**src/rtl/hlpc_map.vh**
```
`ifndef HLPC_MAP_VH
`define HLPC_MAP_VH

// Bus nibble codes
`define HLPC_HUB_WRITE_START 4'he
`define HLPC_LPC_START 4'h0
`define HLPC_LPC_READ_TYPE 4'h4
`define HLPC_TURNAROUND 4'hf
`define HLPC_SYNC_READY 4'h0
`define HLPC_SYNC_WAIT 4'h5

// Transfer size codes
`define HLPC_SIZE_1BYTE 4'h0
`define HLPC_SIZE_2BYTE 4'h1
`define HLPC_SIZE_4BYTE 4'h2

// Nibbles sent before the turnaround, data excluded
`define HLPC_HUB_HEAD_NIBBLES 5'h0a
`define HLPC_LPC_NIBBLES 5'h0a

// Data nibbles per size
`define HLPC_DATA_NIB_1 5'h02
`define HLPC_DATA_NIB_2 5'h04
`define HLPC_DATA_NIB_4 5'h08

// Upper LPC address bits forced to one
`define HLPC_LPC_ADDR_TOP 9'h1ff
`define HLPC_LPC_ADDR_LO_W 23
`define HLPC_HUB_ADDR_W 28

// Frame held low to abort a cycle
`define HLPC_ABORT_CLKS 3'h4

// Wait-sync clocks that an in-spec single-byte read always shows
`define HLPC_READ_WAITS 8'h02

// Command kinds
`define HLPC_KIND_HUB_WRITE 1'b0
`define HLPC_KIND_LPC_READ 1'b1

`endif

```
**src/rtl/hlpc_buf.v**
```verilog
`timescale 1ns/10ps
`default_nettype none

// Shifting buffer: head entry and flags are flops so outputs are registered
module hlpc_buf #(
   parameter W = 10,
   parameter DEPTH = 2
) (
   input wire i_clk,
   input wire i_nrst,
   input wire i_in_valid,
   output wire o_in_ready,
   input wire [W-1:0] i_in_data,
   output wire o_out_valid,
   input wire i_out_ready,
   output wire [W-1:0] o_out_data,
   output wire [$clog2(DEPTH+1)-1:0] o_count
);

localparam CW = $clog2(DEPTH + 1);

reg [W-1:0] mem_r [0:DEPTH-1];
reg [DEPTH-1:0] vld_r;
reg [CW-1:0] cnt_r;
wire pop;
wire push;
wire [CW-1:0] wpos;

assign pop = vld_r[0] & i_out_ready;
assign push = i_in_valid & ~vld_r[DEPTH-1];
assign wpos = cnt_r - {{(CW-1){1'b0}}, pop};
assign o_in_ready = ~vld_r[DEPTH-1];
assign o_out_valid = vld_r[0];
assign o_out_data = mem_r[0];
assign o_count = cnt_r;

genvar i;
generate
   for (i = 0; i < DEPTH; i = i + 1) begin : g_ent
      localparam [CW-1:0] IDX = i;
      wire wsel;
      wire up_v;
      wire [W-1:0] up_d;
      assign wsel = push && (wpos == IDX);
      if (i < DEPTH - 1) begin : g_mid
         assign up_v = vld_r[i+1];
         assign up_d = mem_r[i+1];
      end else begin : g_last
         assign up_v = 1'b0;
         assign up_d = mem_r[i];
      end
      always @(posedge i_clk) begin
         if (!i_nrst) begin
            vld_r[i] <= 1'b0;
            mem_r[i] <= {W{1'b0}};
         end else begin
            if (wsel) begin
               mem_r[i] <= i_in_data;
            end else if (pop) begin
               mem_r[i] <= up_d;
            end
            vld_r[i] <= wsel | (pop ? up_v : vld_r[i]);
         end
      end
   end
endgenerate

always @(posedge i_clk) begin
   if (!i_nrst) begin
      cnt_r <= {CW{1'b0}};
   end else begin
      cnt_r <= cnt_r + {{(CW-1){1'b0}}, push} - {{(CW-1){1'b0}}, pop};
   end
end

endmodule

`default_nettype wire

```
**src/rtl/hlpc_host.v**
```verilog
//Contract
//(RULE_01) Hub write starts with nibble 1110 while frame line is low.
//(RULE_02) Second hub write clock carries the one-nibble chip identifier.
//(RULE_03) Hub address: 28 bits over seven clocks, MSB nibble first.
//(RULE_04) Device ignores some hub address bits for array accesses.
//(RULE_05) Size nibble after address: 0000 one, 0001 two, 0010 four bytes.
//(RULE_06) Write data two clocks per byte, low nibble first.
//(RULE_07) Successive data bytes map to ascending low address bits.
//(RULE_08) Host drives 1111 one clock after the last data nibble.
//(RULE_09) Host releases data lines next clock; device takes over.
//(RULE_10) Device drives 0000 one clock to acknowledge the write.
//(RULE_11) Device then drives 1111, then floats the lines.
//(RULE_12) LPC cycle starts with 0000 while frame line is low.
//(RULE_13) LPC read cycle type nibble is 0100.
//(RULE_14) LPC address: 32 bits, eight clocks, MSB first, A23-A31 ones.
//(RULE_15) Device routes by address bit 22: array or registers.
//(RULE_16) Host drives 1111 after address, releases; device takes over.
//(RULE_17) Device gives exactly two wait-sync clocks of 0101.
//(RULE_18) Device then drives ready-sync 0000, data follows next clock.
//(RULE_19) Read byte returns in clocks 16 and 17, low nibble first.
//(RULE_20) Device drives 1111 in clock 18, floats in clock 19.
//(RULE_21) Unmatched chip identifier: device stays silent, no write.
`include "hlpc_map.vh"
`timescale 1ns/10ps
`default_nettype none

module hlpc_host #(
   parameter SYNC_LIMIT = 8,
   parameter BUF_DEPTH = 2
) (
   input wire i_clk,
   input wire i_nrst,
   input wire i_cmd_valid,
   output wire o_cmd_ready,
   input wire i_cmd_kind,
   input wire [31:0] i_cmd_addr,
   input wire [3:0] i_cmd_chip_id,
   input wire [1:0] i_cmd_size,
   input wire [31:0] i_cmd_data,
   output wire o_rsp_valid,
   input wire i_rsp_ready,
   output wire [7:0] o_rsp_data,
   output wire o_rsp_err,
   output wire o_rsp_kind,
   output wire [3:0] o_hub_nibble_lines_out,
   output wire o_hub_nibble_lines_oe_n,
   input wire [3:0] i_hub_nibble_lines_in,
   output wire o_hub_frame_line_n
);

localparam S_IDLE = 4'h0;
localparam S_TX = 4'h1;
localparam S_TAR = 4'h2;
localparam S_RX_TAR = 4'h3;
localparam S_SYNC = 4'h4;
localparam S_D0 = 4'h5;
localparam S_D1 = 4'h6;
localparam S_DTAR = 4'h7;
localparam S_FLOAT = 4'h8;
localparam S_ABORT = 4'h9;
localparam CW = $clog2(BUF_DEPTH + 1);
localparam [CW-1:0] BUF_FULL = BUF_DEPTH;
localparam [7:0] SYNC_MAX = SYNC_LIMIT;

reg [3:0] state_r;
reg [79:0] tx_sh_r;
reg [4:0] tx_left_r;
reg kind_r;
reg [7:0] wait_cnt_r;
reg [2:0] abort_cnt_r;
reg [7:0] rd_data_r;
reg push_r;
reg err_r;
reg ready_r;
reg [3:0] lad_r;
reg lad_oe_n_r;
reg frame_n_r;
reg [3:0] size_code;
reg [31:0] data_nib;
reg [4:0] data_cnt;
reg ready_nxt;

wire accept;
wire [CW-1:0] buf_count;
wire buf_pop;
wire [CW-1:0] cnt_after;
wire [79:0] hub_load;
wire [79:0] lpc_load;

assign accept = i_cmd_valid & ready_r;
assign buf_pop = o_rsp_valid & i_rsp_ready;
assign cnt_after = buf_count + {{(CW-1){1'b0}}, push_r}
   - {{(CW-1){1'b0}}, buf_pop};

//--------------------------------------------------
// Frame images
//--------------------------------------------------
always @* begin
   // Bytes go out in ascending order, each low nibble first
   data_nib = {i_cmd_data[3:0], i_cmd_data[7:4], // RULE_06 RULE_07
      i_cmd_data[11:8], i_cmd_data[15:12],
      i_cmd_data[19:16], i_cmd_data[23:20],
      i_cmd_data[27:24], i_cmd_data[31:28]};
   case (i_cmd_size)
      2'h0: begin
         size_code = `HLPC_SIZE_1BYTE; // RULE_05
         data_cnt = `HLPC_DATA_NIB_1;
      end
      2'h1: begin
         size_code = `HLPC_SIZE_2BYTE; // RULE_05
         data_cnt = `HLPC_DATA_NIB_2;
      end
      default: begin
         // Unsupported code 3 is sent as a four-byte write
         size_code = `HLPC_SIZE_4BYTE; // RULE_05
         data_cnt = `HLPC_DATA_NIB_4;
      end
   endcase
end

// Start, id, address MSB first, size, data
assign hub_load = {`HLPC_HUB_WRITE_START, i_cmd_chip_id, // RULE_01 RULE_02
   i_cmd_addr[`HLPC_HUB_ADDR_W-1:0], size_code, data_nib, // RULE_03
   8'h00};
// Bit 22 passes through so the caller picks array or registers
assign lpc_load = {`HLPC_LPC_START, `HLPC_LPC_READ_TYPE, // RULE_12 RULE_13
   `HLPC_LPC_ADDR_TOP, i_cmd_addr[`HLPC_LPC_ADDR_LO_W-1:0], // RULE_14 RULE_15
   40'h0000000000};

//--------------------------------------------------
// Ready: only when the buffer is sure to take the answer
//--------------------------------------------------
always @* begin
   ready_nxt = 1'b0;
   if (state_r == S_IDLE && !accept && cnt_after != BUF_FULL) begin
      ready_nxt = 1'b1;
   end
end

//--------------------------------------------------
// Cycle sequencer
//--------------------------------------------------
always @(posedge i_clk) begin
   if (!i_nrst) begin
      state_r <= S_IDLE;
      tx_sh_r <= 80'h0;
      tx_left_r <= 5'h00;
      kind_r <= 1'b0;
      wait_cnt_r <= 8'h00;
      abort_cnt_r <= 3'h0;
      rd_data_r <= 8'h00;
      push_r <= 1'b0;
      err_r <= 1'b0;
      ready_r <= 1'b0;
      lad_r <= `HLPC_TURNAROUND;
      lad_oe_n_r <= 1'b1;
      frame_n_r <= 1'b1;
   end else begin
      push_r <= 1'b0;
      ready_r <= ready_nxt;
      case (state_r)
         S_IDLE: begin
            if (accept) begin
               kind_r <= i_cmd_kind;
               err_r <= 1'b0;
               rd_data_r <= 8'h00;
               lad_oe_n_r <= 1'b0;
               frame_n_r <= 1'b0; // RULE_01 RULE_12
               state_r <= S_TX;
               if (i_cmd_kind == `HLPC_KIND_LPC_READ) begin
                  lad_r <= lpc_load[79:76];
                  tx_sh_r <= {lpc_load[75:0], 4'h0};
                  tx_left_r <= `HLPC_LPC_NIBBLES - 5'h01;
               end else begin
                  lad_r <= hub_load[79:76];
                  tx_sh_r <= {hub_load[75:0], 4'h0};
                  tx_left_r <= `HLPC_HUB_HEAD_NIBBLES + data_cnt - 5'h01;
               end
            end
         end
         S_TX: begin
            frame_n_r <= 1'b1;
            if (tx_left_r != 5'h00) begin
               lad_r <= tx_sh_r[79:76]; // RULE_03 RULE_06 RULE_14
               tx_sh_r <= {tx_sh_r[75:0], 4'h0};
               tx_left_r <= tx_left_r - 5'h01;
            end else begin
               lad_r <= `HLPC_TURNAROUND; // RULE_08 RULE_16
               state_r <= S_TAR;
            end
         end
         S_TAR: begin
            lad_oe_n_r <= 1'b1; // RULE_09 RULE_16
            state_r <= S_RX_TAR;
         end
         S_RX_TAR: begin
            wait_cnt_r <= 8'h00;
            state_r <= S_SYNC;
         end
         S_SYNC: begin
            if (i_hub_nibble_lines_in == `HLPC_SYNC_READY) begin
               // A read that saw other than two waits is flagged
               if (kind_r == `HLPC_KIND_LPC_READ) begin
                  err_r <= (wait_cnt_r != `HLPC_READ_WAITS); // RULE_17 RULE_18
                  state_r <= S_D0;
               end else begin
                  state_r <= S_DTAR; // RULE_10
               end
            end else if (wait_cnt_r == SYNC_MAX) begin
               // Silent target, e.g. no chip with this id
               err_r <= 1'b1; // RULE_21
               lad_r <= `HLPC_TURNAROUND;
               lad_oe_n_r <= 1'b0;
               frame_n_r <= 1'b0;
               abort_cnt_r <= `HLPC_ABORT_CLKS - 3'h1;
               state_r <= S_ABORT;
            end else begin
               wait_cnt_r <= wait_cnt_r + 8'h01; // RULE_17
            end
         end
         S_D0: begin
            rd_data_r[3:0] <= i_hub_nibble_lines_in; // RULE_19
            state_r <= S_D1;
         end
         S_D1: begin
            rd_data_r[7:4] <= i_hub_nibble_lines_in; // RULE_19
            state_r <= S_DTAR;
         end
         S_DTAR: begin
            // Device drives 1111 here; value is not checked
            state_r <= S_FLOAT; // RULE_11 RULE_20
         end
         S_FLOAT: begin
            push_r <= 1'b1; // RULE_11 RULE_20
            state_r <= S_IDLE;
         end
         S_ABORT: begin
            if (abort_cnt_r != 3'h0) begin
               abort_cnt_r <= abort_cnt_r - 3'h1;
            end else begin
               frame_n_r <= 1'b1;
               lad_oe_n_r <= 1'b1;
               push_r <= 1'b1;
               state_r <= S_IDLE;
            end
         end
         default: begin
            state_r <= S_IDLE;
         end
      endcase
   end
end

//--------------------------------------------------
// Answer buffer
//--------------------------------------------------
// Commands are held off while the buffer could fill, so no answer drops
hlpc_buf #(
   .W(10),
   .DEPTH(BUF_DEPTH)
) u_buf (
   .i_clk(i_clk),
   .i_nrst(i_nrst),
   .i_in_valid(push_r),
   .o_in_ready(),
   .i_in_data({kind_r, err_r, rd_data_r}),
   .o_out_valid(o_rsp_valid),
   .i_out_ready(i_rsp_ready),
   .o_out_data({o_rsp_kind, o_rsp_err, o_rsp_data}),
   .o_count(buf_count)
);

// ready_r is only set when the buffer has room, so the port is a bare flop
assign o_cmd_ready = ready_r;
assign o_hub_nibble_lines_out = lad_r;
assign o_hub_nibble_lines_oe_n = lad_oe_n_r;
assign o_hub_frame_line_n = frame_n_r;

endmodule

`default_nettype wire

```
**config.mk**
```make
export PLATFORM = sky130hd
export DESIGN_NAME = hlpc_host
export DESIGN_NICKNAME = d
export VERILOG_FILES = /design/src/rtl/hlpc_buf.v /design/src/rtl/hlpc_host.v
export VERILOG_INCLUDE_DIRS = /design/src /design/src/rtl
export SDC_FILE = /design/constraint.sdc
export NUM_CORES = 1
export LEC_CHECK = 0
export ABC_AREA = 1
export BUFFER_PORTS_ARGS = -buffer_cell sky130_fd_sc_hd__buf_2
export CORE_ASPECT_RATIO = 1.75
export CORE_MARGIN = 2
export CORE_UTILIZATION = 50
export DETAILED_ROUTE_END_ITERATION = 10
export GPL_ROUTABILITY_DRIVEN = 0
export PLACE_DENSITY = 0.81
export SYNTH_ARGS = -nofsm -noshare
export SYNTH_HDL_FRONTEND = slang
export SYNTH_HIERARCHICAL = 1
export SYNTH_SLANG_ARGS = --single-unit
```
**constraint.sdc**
```tcl
create_clock -name i_clk -period 1.7 [get_ports i_clk]
set_input_delay 0.085 -clock i_clk [delete_from_list [all_inputs] [get_ports i_clk]]
set_output_delay 0.085 -clock i_clk [all_outputs]
set_load 0.05 [all_outputs]
```
After elaboration in Yosys (flattened, before gate mapping)
Memory sizes are Yosys's and may differ from the RTL's.
Cells that the tools add are included.

word-level totals
  register bits = 122
  RAM bits = 20
  bits of input ports = 79
  output and inout port bits = 18
  word-level logic and storage cells = 159
  memories = 1

memories
  memory       words  width  rd ports  clocked after memory_dff  write ports  line           source
  u_buf.mem_r  2      10     2         0                         2            hlpc_buf.v:22  reg [W-1:0] mem_r [0:DEPTH-1];

operators by class
  add/subtract/negate cells = 10
  eq/ne operators = 24
  mux-type cells = 66
  bitwise operators = 10
  reductions and logical operators = 31

operators with widths
  kind                 count
  $mux 80              3
  $pmux 80 s2          1
  $mux 10              4
  $mux 4               10
  $pmux 4 s9           1
  $mux 1               25
  $mux 8               3
  $pmux 4 s2           3
  $ne 2x2->1 const B   9
  $eq 4x3->1 const B   4
  $pmux 8 s2           1
  $reduce_and 4->1     4
  $mux 5               3
  $pmux 4 s3           1
  $reduce_bool 2->1    6
  $pmux 5 s2           1
  $reduce_and 5->1     2
  $sub 5x1->5 const B  2
  $mux 3               3
  $add 8x1->8 const B  1
  $eq 4x2->1 const B   2
  $eq 4x4->1 const B   2
  $eq 8x4->1 const B   1
  $logic_not 4->1      2
  24 further kinds     47

Longest topological paths before layout
Gate-level depths: netlist of run 1.

  depth in word-level cells = 9
  mapped depth = 11
  depth with buffers taken out = 11

Modules after synthesis
Netlist of run 1, hierarchy kept.

by module, submodules not included
  module     instances  cells an instance  area an instance (sq um)  seq. area each (sq um)
  hlpc_host  1          873                5579.1                    2122.0
  hlpc_buf   1          113                1137.3                    680.7

Worst setup path before layout of run 1
Ideal clock, no wire load.

  path kind = flip-flop to flip-flop
  start point = register u_buf.vld_r[0] (netlist: u_buf/o_out_valid)
  end point = memory u_buf.mem_r[0][0] (enable)
  setup time = 0.349 ns
  arrival = 1.531 ns
  required time = 1.351 ns
  path slack = -0.180 ns
  cell stages (with the launch flop) = 6
  path buffers = 1
  period minus slack after synthesis = 1.880 ns
  cell sequence = dfxtp_1 nand2_2 xor2_2 nand2_2 buf_6 nand3_1

RTL lines
  item                             line           source
  start, declared                  hlpc_buf.v:23  reg [DEPTH-1:0] vld_r;
  start signal, assigned by index  hlpc_buf.v:62  vld_r[i] <= wsel | (pop ? up_v : vld_r[i]);
  end, declared                    hlpc_buf.v:22

Final worst setup path of run 1
  start point = register tx_left_r[1]
  end point = register tx_sh_r[55]

on the way
  longest elaborated chain between the ends = 3

ends and longest elaborated chain
  item                        line             source
  start, declared             hlpc_host.v:67   reg [4:0] tx_left_r;
  start signal, assigned      hlpc_host.v:173  tx_left_r <= `HLPC_LPC_NIBBLES - 5'h01;
  start signal, assigned      hlpc_host.v:177  tx_left_r <= `HLPC_HUB_HEAD_NIBBLES + data_cnt - 5'h01;
  start signal, assigned      hlpc_host.v:186  tx_left_r <= tx_left_r - 5'h01;
  $reduce_bool 5->1           hlpc_host.v:183  if (tx_left_r != 5'h00) begin
  $ne 2x2->1 (no line)        -
  $reduce_and 3->1 (no line)  -
  end signal, assigned        hlpc_host.v:172  tx_sh_r <= {lpc_load[75:0], 4'h0};
  end signal, assigned        hlpc_host.v:176  tx_sh_r <= {hub_load[75:0], 4'h0};
  end signal, assigned        hlpc_host.v:185  tx_sh_r <= {tx_sh_r[75:0], 4'h0};
  end, declared               hlpc_host.v:66   reg [79:0] tx_sh_r;

No other way between the ends.
A chain may end at the register's enable or synchronous reset.

==> results of run 1 <==
layout make-up:
cell class	instances	area share
multi-input cells	734	0.402
clock buffers	18	0.0515
repair buffers	157	0.129
flip-flops and latches	130	0.337
inverters	70	0.0330
clock inverters	14	0.0215
well taps	174	0.0261
power groups by stage:
stage	sequential (uW)	clock, uW	combinational, uW
after floorplan	4970	0	3680
after global placement	4680	0	5010
after detailed placement	4700	0	5100
after CTS	4660	3790	5190
after global routing	4780	3940	5990
final	4680	3760	5360
synthesized netlist by cell type, types with 3 or more instances:
cell      count  area share
clkbuf_1     21       0.012
nand2_2       3      0.0028
edfxtp_1     20       0.089
buf_6        11       0.018
inv_1        64       0.036
nor2_1      167       0.093
nand4_1      17       0.016
o21ai_1       9      0.0067
dfxtp_1     110        0.33
nand3_1      52       0.039
nand2_1     317        0.18
nor3_1       12      0.0089
a21oi_2      10       0.013
buf_2        10      0.0075
xor2_1        3      0.0039
ha_1          9       0.017
inv_2         4      0.0022
nor2_2        4      0.0037
o21ai_0      80       0.060
xnor2_1       3      0.0039
a21oi_1      26       0.019
o22a_1       10       0.013
buf_4         7      0.0078
tightest hold or removal path, cell delays in order:
cell and delay (ns):
buf_2 0.08, nand2_1 0.04, o21ai_0 0.06, nor2_1 0.04, nor2_1 0.07
cell families (layout without fill, tap and decap cells):
family                     after synthesis  count (layout)  synth area share
and+or+nand+nor                        577             577             0.348
AOI/OAI and AO/OA                      141             141             0.120
DFF                                    130             130             0.417
buffers and inverters                  122             259            0.0879
adders and majority gates                9               9            0.0168
xor gates and xnor gates                 7               7            0.0102
flip-flops by register name, summed over array words and instances (netlist names), 2 cells and up:
register and flops:
abort_cnt_r 3, o_hub_nibble_lines_out 4, rd_data_r 8, state_r 4, tx_left_r 5, tx_sh_r 68
u_buf/mem_r 20, u_buf/o_count 2, wait_cnt_r 8
per-stage QoR:
stage | cell area (sq um) | std cells | utilization
after floorplan | 6720 | 986 | -
after global placement | 7460 | 1244 | 0.563
after detailed placement | 7460 | 1244 | 0.563
after CTS | 8270 | 1296 | 0.625
after global routing | 8330 | 1297 | 0.629
final | 8330 | 1297 | 0.629
how the worst max path moves through the flow:
stage / slack (ns) / end / depth (start not counted)
4_1_cts: 0.05 / tx_sh_r[37] / 9
6_report: 0.13 / tx_sh_r[55] / 9
2_1_floorplan: 0.03 / u_buf/mem_r[0][0] / 5
5_1_grt: 0.006 / wait_cnt_r[0] / 11
3_3_place_gp: 0.06 / u_buf/mem_r[0][5] / 4
3_5_place_dp: 0.006 / u_buf/mem_r[0][5] / 4
per-layer routing:
layer | wire length [um] | share of wire
met5 | 0 | 0
met2 | 9300 | 0.55
met1 | 6340 | 0.37
met4 | 568 | 0.033
met3 | 806 | 0.047
cells in the final DEF, fill, tap and decap left out, drive strengths merged, types with 10 or more instances in the layout:
cell / count
nand3: 53
dfxtp: 110
nand4: 17
o21ai: 89
nand2: 322
nor2: 172
buf: 136
nor3: 12
dlygate4sd3: 20
clkbuf: 19
o22a: 10
inv: 74
edfxtp: 20
a21oi: 36
repair_timing:
| action | CTS | global route |
|---|---|---|
| hold buffers | 20 | 0 |
| cloned | 0 | 1 |
| endpoints found under the setup margin | 10 | 66 |
| resized for setup | 1 | 11 |
| hold endpoints to repair | 24 | 0 |
==> flow_summary.yaml, run 1 <==
outcome:
  status: "finished clean"
route:
  drt-vias-per-instance: 5.16
  drt_first_iter_violations: 403
  ant_nets: 0
  wl_per_cell_um: 13.1
  drc: 0
  dr.pass1.iters: 5
  finalWirelength_mm: 17.0
  num_vias: 6695
flow_run:
  drv_cap: 0
finish:
  fillCellCount: 1146
  area_growth_pct: 24.0
  final_nets: 1198
  n_antenna_cell: 0
  multiInputGateArea_sq_um: 3350
  drive_gt1_frac: 0.183
  ff_latch_area_sq_um: 2810
hold_path:
  hp-class: "input port to register"
  hold_start: "i_cmd_data[16]"
  timing.hold.worst_path_depth: 5
  worstHoldEndpoint: "tx_sh_r[24]"
yosys:
  syn_area_per_cell_sq_um: 6.81
  synthesis.area_sq_um: 6720
  synth_cells: 986
  ys_ff_latch: 130
  ys_seq_area_frac: 0.417
  synth_edf_count: 20
  async_flop_share: 0
  ys.flop_type: "dfxtp_1"
  synth_cell_types: 35
  synth_fp_nets: 1074
  ys_warn_count: 6
floorplanning:
  core-area_sq_um: 13200
  ios: 97
  die_w_um: 91.6
  die_area_sq_um: 14400
  rows: 56
  start_util: 0.507
  die_h_um: 157
global_routing:
  grt_pass1_wl_mm: 27.6
  grtUsageMet2: 0.446
  top_usage_layer: "met2"
  grt_usage: 0.235
  antenna_found_initial: 0
  met1_usage: 0.244
  grt_overflow: 0
  grt_pass1_vias: 6476
  grt_util_met3: 0.0450
  grt_max_degree: 59
timing:
  max_slew_margin: 0.656
  hold_slack_ns: 0.00174
  skew_ns: 0.00552
  slew_viol_final: 0
  finalSetupViolCount: 0
  hold_viol: 0
  rsz0062_at_grt: "false"
  fmax_mhz: 637
  fin_crit_sh: 0.924
  timing.final.ws_setup_ns: 0.129
  worst_pin_slew_ns: 0.515
  fin_tns_setup_ns: 0
  finalCriticalPeriod_ns: 1.57
cts:
  cts_tree: "done"
  htree_levels: 4
  clock-sinks: 130
  path_clk_slew_ns: 0.06
  numCtsBuffers: 17
  worstSkewPairLatency_ns: 0.42
  cts_setup_buffers: 0
  root_buffer: "clkbuf_16"
  clock_path_buffers: 2
power:
  powerDensity_nw_per_um2: 1660
  clock_power_share: 0.272
  seqPwrFrac: 0.340
  p_sw_uw: 5410
  p_comb_frac: 0.388
  vdd_drop_max_uv: 996
  switching_share: 0.392
  fin_total_pwr_uw: 13800
  internal_power_uw: 8380
  power_leakage_uw: 0.00395
worst_setup_path:
  rr_startpoint: "tx_left_r[1]"
  critical_path.startpoint: "tx_left_r[1]"
  criticalPathCategory: "register to register"
  cpPeakStageDelay_ns: 0.32
  slowest_stage: "dfxtp_1"
  r2r_setup_slack_ns: 0.13
  crit_buf_inv: 3
  cp-end-kind: "register"
  ff2ff_path_depth: 9
  r2r_end: "tx_sh_r[55]"
  worstPathMaxFanout: 22
  crit_family: "simple AND/OR/NAND/NOR gates"
  cp-start-kind: "register"
  cp.required_ns: 2.05
  crit_arrival_ns: 1.92
  path_cells: "inv_1 > ha_1 > nand4_1 > nand2_4 > nand2_4 > inv_8 > buf_4 > nor2_1 > nor2_1"
place:
  dpl.hpwl_mm: 11.6
  port_buffers: 92
  place_ws_ns: 0.00646
(Power assumes the default switching activity.)
==> run 2: changes to the inputs <==
--- a/config.mk
+++ b/config.mk
@@ -14,6 +14,7 @@
 export DETAILED_ROUTE_END_ITERATION = 10
 export GPL_ROUTABILITY_DRIVEN = 0
 export PLACE_DENSITY = 0.81
+export REMOVE_ABC_BUFFERS = 1
 export SYNTH_ARGS = -nofsm -noshare
 export SYNTH_HDL_FRONTEND = slang
 export SYNTH_HIERARCHICAL = 1
==> flow_summary.yaml, run 2 (synthesis gave the netlist of run 1 again) <==
outcome:
  status: "finished clean"
worst_setup_path:
  rr_startpoint: "tx_left_r[1]"
  critical_path.startpoint: "tx_left_r[1]"
  r2r_setup_slack_ns: 0.1
  criticalPathCategory: "register to register"
  r2r_end: "tx_sh_r[15]"
  cp.required_ns: 2.00
  cp-end-kind: "register"
  cp-start-kind: "register"
  crit_arrival_ns: 1.91
  ff2ff_path_depth: 8
  worstPathMaxFanout: 29
cts:
  root_buffer: "clkbuf_16"
  worstSkewPairLatency_ns: 0.42
  numCtsBuffers: 17
  htree_levels: 4
  clock-sinks: 130
  path_clk_slew_ns: 0.06
  clock_path_buffers: 2
  cts_tree: "done"
route:
  dr.pass1.iters: 5
  routed.top_layer: "met4"
  route.met2.wl_mm: 9.41
  wl_met3_um: 881
  wl_per_cell_um: 13.4
  ant_nets: 0
  drc: 0
  drt-vias-per-instance: 5.24
  drt_first_iter_violations: 299
  wl_met1_mm: 6.54
  finalWirelength_mm: 17.5
  num_vias: 6826
timing:
  finalSetupViolCount: 0
  timing.final.ws_setup_ns: 0.0955
  finalCriticalPeriod_ns: 1.60
  worst_pin_slew_ns: 0.526
  slew_viol_final: 0
  hold_slack_ns: 0.00204
  fin_crit_sh: 0.944
  max_slew_margin: 0.648
  skew_ns: 0.00807
  hold_viol: 0
  rsz0062_at_grt: "true"
  fmax_mhz: 623
finish:
  drive_gt1_frac: 0.179
  finalNonFillerCells: 1303
  largest_register_ffs: 68
  n_antenna_cell: 0
  final_nets: 1204
  reg_top3: "tx_sh_r: 68 flops, u_buf/mem_r: 20 flops"
  top_register: "tx_sh_r"
  fin_area_sq_um: 8430
  final_cell_mix: "nand2_1, nor2_1, dfxtp_1"
  layout_commonest_cell: "nand2_1"
  area_growth_pct: 25.5
global_routing:
  grt_max_degree: 58
  grt_pass1_wl_mm: 28.5
  antenna_found_initial: 0
  grt_overflow: 0
  grt_pass1_vias: 6657
  grt_usage: 0.242
hold_path:
  timing.hold.worst_path_depth: 4
  worstHoldEndpoint: "tx_sh_r[72]"
  hold_start: "i_cmd_addr[24]"
  hp-class: "input port to register"
floorplanning:
  start_util: 0.507
  die_w_um: 91.6
  die_area_sq_um: 14400
  die_h_um: 157
  ios: 97
  core-area_sq_um: 13200
  rows: 56
power:
  switching_share: 0.398
  seqPwrFrac: 0.335
  p_sw_uw: 5570
  powerDensity_nw_per_um2: 1660
  power_leakage_uw: 0.00399
  p_comb_frac: 0.395
  clock_power_share: 0.270
  internal_power_uw: 8430
  vdd_drop_max_uv: 979
flow_run:
  drv_cap: 0
place:
  port_buffers: 92
  place_ws_ns: 0.0136
  dpl.hpwl_mm: 11.2
  dp_cells: 1238
  placed_area_sq_um: 7420
run 2: worst max-delay path by stage:
stage / slack (ns) / end / cells past startpoint
after detailed placement: 0.01 / wait_cnt_r[0] / 9
final: 0.1 / tx_sh_r[15] / 8
after CTS: 0.02 / o_hub_nibble_lines_out[1] / 10
after global routing: -0.003 / o_hub_nibble_lines_out[1] / 10
after global placement: 0.06 / wait_cnt_r[0] / 9
after floorplan: -0.81 / tx_left_r[3] / 9
run 2: worst max-delay path, stage by stage, from the launching register on:
cell	delay, ns
dfxtp_1	0.31
inv_1	0.08
ha_1	0.21
nand4_1	0.16
nand2_4	0.14
nand2_8	0.10
buf_12	0.18
o21ai_0	0.21
nor2_1	0.09
run 2: cell type report:
cell class / count / area [sq um]
Fill cell: 1100 / 4810
Multi-Input combinational cell: 734 / 3360
Sequential cell: 130 / 2810
Timing Repair Buffer: 163 / 1160
Clock buffer: 19 / 464
Inverter: 70 / 275
Tap cell: 174 / 218
Clock inverter: 13 / 149
run 2: repair_timing:
item	4_1_cts	5_1_grt
hold buffers	32	0
endpoints found under the hold margin	36	0
setup buffers	0	0
endpoints found under the setup margin	1	97
cloned	0	1
pin swaps	0	2
resized for setup	1	23
run 2: metrics by stage:
stage | utilization | TNS (ns) | total power (uW)
final | 0.637 | 0 | 14000
after global routing | 0.637 | -0.00298 | 14900
after CTS | 0.631 | 0 | 13700
after detailed placement | 0.561 | 0 | 9850
after global placement | 0.561 | 0 | 9720
after floorplan | - | -59.66 | 8120
run 2: per-layer routing:
layer | track usage | vias up
met1 | 0.245 | 3124
met3 | 0.0570 | 57
met4 | 0.125 | 0
met2 | 0.454 | 226
li1 | - | 3419
met5 | 0 | -
run 2: power groups by stage:
stage | clock network [uW] | logic (uW) | registers [uW]
6_report | 3780 | 5520 | 4690
5_1_grt | 3950 | 6120 | 4780
4_1_cts | 3810 | 5270 | 4660
3_5_place_dp | 0 | 5150 | 4700
3_3_place_gp | 0 | 5040 | 4680
2_1_floorplan | 0 | 3160 | 4970
==> run 3: changes to the inputs <==
--- a/config.mk
+++ b/config.mk
@@ -13,6 +13,7 @@
 export CORE_UTILIZATION = 50
 export DETAILED_ROUTE_END_ITERATION = 10
 export GPL_ROUTABILITY_DRIVEN = 0
+export HOLD_SLACK_MARGIN = 0.03
 export PLACE_DENSITY = 0.81
 export REMOVE_ABC_BUFFERS = 1
 export SYNTH_ARGS = -nofsm -noshare
==> flow_summary.yaml, run 3 (synthesis gave the netlist of run 1 again) <==
route:
  finalWirelength_mm: 17.8
  num_vias: 6918
  dr.pass1.iters: 5
  wl_per_cell_um: 13.5
  drt-vias-per-instance: 5.26
  drc: 0
  drt_first_iter_violations: 328
  ant_nets: 0
hold_path:
  hold_start: "i_cmd_chip_id[1]"
  hp-class: "input port to register"
  worstHoldEndpoint: "tx_sh_r[77]"
  timing.hold.worst_path_depth: 5
finish:
  fin_area_sq_um: 8530
  fillCellCount: 1070
  drive_gt1_frac: 0.177
  layout_commonest_cell: "nand2_1"
  reg_top3: "tx_sh_r: 68 flops, u_buf/mem_r: 20 flops"
  top_register: "tx_sh_r"
  ff_latch_area_sq_um: 2810
  multiInputGateArea_sq_um: 3350
  largest_register_ffs: 68
  final_nets: 1215
  final_cell_mix: "nand2_1, nor2_1, dfxtp_1"
  area_growth_pct: 27.0
  finalNonFillerCells: 1314
  n_antenna_cell: 0
timing:
  fin_crit_sh: 0.944
  worst_pin_slew_ns: 0.529
  rsz0062_at_grt: "true"
  finalSetupViolCount: 0
  fmax_mhz: 623
  slew_viol_final: 0
  max_slew_margin: 0.646
  timing.final.ws_setup_ns: 0.0945
  skew_ns: 0.00953
  hold_viol: 0
  finalCriticalPeriod_ns: 1.61
floorplanning:
  die_h_um: 157
  ios: 97
  rows: 56
  die_w_um: 91.6
  start_util: 0.507
  die_area_sq_um: 14400
  core-area_sq_um: 13200
power:
  seqPwrFrac: 0.336
  p_comb_frac: 0.394
  power_leakage_uw: 0.00403
  fin_total_pwr_uw: 14000
  powerDensity_nw_per_um2: 1640
  internal_power_uw: 8440
  switching_share: 0.397
  clock_power_share: 0.271
  p_sw_uw: 5570
  vdd_drop_max_uv: 996
cts:
  clock_path_buffers: 2
  root_buffer: "clkbuf_16"
  worstSkewPairLatency_ns: 0.43
  numCtsBuffers: 17
  cts_tree: "done"
  path_clk_slew_ns: 0.06
  cts_setup_buffers: 0
  clock-sinks: 130
  htree_levels: 4
worst_setup_path:
  cpPeakStageDelay_ns: 0.31
  crit_family: "simple AND/OR/NAND/NOR gates"
  cp-end-kind: "register"
  cp-start-kind: "register"
  cp.required_ns: 2.02
  criticalPathCategory: "register to register"
  ff2ff_path_depth: 8
  path_cells: "inv_1 > ha_1 > nand4_1 > nand2_4 > nand2_4 > clkbuf_16 > o21ai_0 > nor2_1"
  slowest_stage: "dfxtp_1"
  rr_startpoint: "tx_left_r[1]"
  path_common_cell: "nand2_4"
  r2r_setup_slack_ns: 0.09
  crit_buf_inv: 2
  worstPathMaxFanout: 28
  r2r_end: "tx_sh_r[14]"
  crit_arrival_ns: 1.92
place:
  placed_area_sq_um: 7420
  dp_cells: 1238
  port_buffers: 92
  place_ws_ns: 0.0136
  dpl.hpwl_mm: 11.2
outcome:
  status: "finished clean"
global_routing:
  grt_overflow: 0
  antenna_found_initial: 0
  grt_pass1_vias: 6660
  grt_max_degree: 58
  grt_usage: 0.243
  grt_pass1_wl_mm: 28.4
flow_run:
  drv_cap: 0
==> run 3: area by class of cell <==
cell class | count | share of cell area
clock inverter | 13 | 0.0175
timing repair buffer | 174 | 0.149
inverter | 70 | 0.0323
tap | 174 | 0.0255
multi-input combinational | 734 | 0.392
clock buffer | 19 | 0.0544
sequential | 130 | 0.329
==> run 3: timing repair <==
| action | 4_1_cts | 5_1_grt |
|---|---|---|
| hold buffers | 43 | 0 |
| hold endpoints to repair | 48 | 0 |
| pin swaps | 0 | 2 |
| cloned | 0 | 1 |
| resized for setup | 1 | 23 |
| setup endpoints to repair | 1 | 97 |
==> run 3: tightest hold or removal path, stage by stage <==
cell and delay (ns):
buf_2 0.08, nand2_1 0.05, nand2_1 0.06, nor2_1 0.05, nor2_1 0.09
==> run 3: how the worst max path moves through the flow <==
stage | start | end | slack (ns) | depth (start not counted)
floorplan | state_r[0] | tx_left_r[3] | -0.81 | 9
global placement | wait_cnt_r[0] | wait_cnt_r[0] | 0.06 | 9
detailed placement | wait_cnt_r[0] | wait_cnt_r[0] | 0.01 | 9
CTS | wait_cnt_r[0] | o_hub_nibble_lines_out[1] | 0.02 | 10
global route | tx_left_r[1] | tx_sh_r[40] | -0.008 | 8
finish | tx_left_r[1] | tx_sh_r[14] | 0.09 | 8
==> run 3: per-layer routing <==
metal / GRT usage / vias up / share of wire
li1: - / 3435 / -
met1: 0.242 / 3138 / 0.37
met2: 0.463 / 273 / 0.53
met3: 0.0512 / 72 / 0.055
met4: 0.128 / 0 / 0.041
met5: 0 / - / 0
==> run 3: stage by stage <==
| stage | utilization | hold slack, ns | setup TNS (ns) |
|---|---|---|---|
| 2_1_floorplan | - | 0.169 | -59.66 |
| 3_3_place_gp | 0.561 | 0.311 | 0 |
| 3_5_place_dp | 0.561 | 0.321 | 0 |
| 4_1_cts | 0.640 | 0.0312 | 0 |
| 5_1_grt | 0.644 | 0.0613 | -0.0114 |
| 6_report | 0.644 | 0.0264 | 0 |
==> run 3: power groups by stage <==
stage                     sequential [uW]  combinational, uW  clock [uW]
after floorplan                      4970               3160           0
after global placement               4680               5040           0
after detailed placement             4700               5150           0
after CTS                            4660               5290        3810
after global routing                 4790               6090        3940
final                                4700               5510        3790
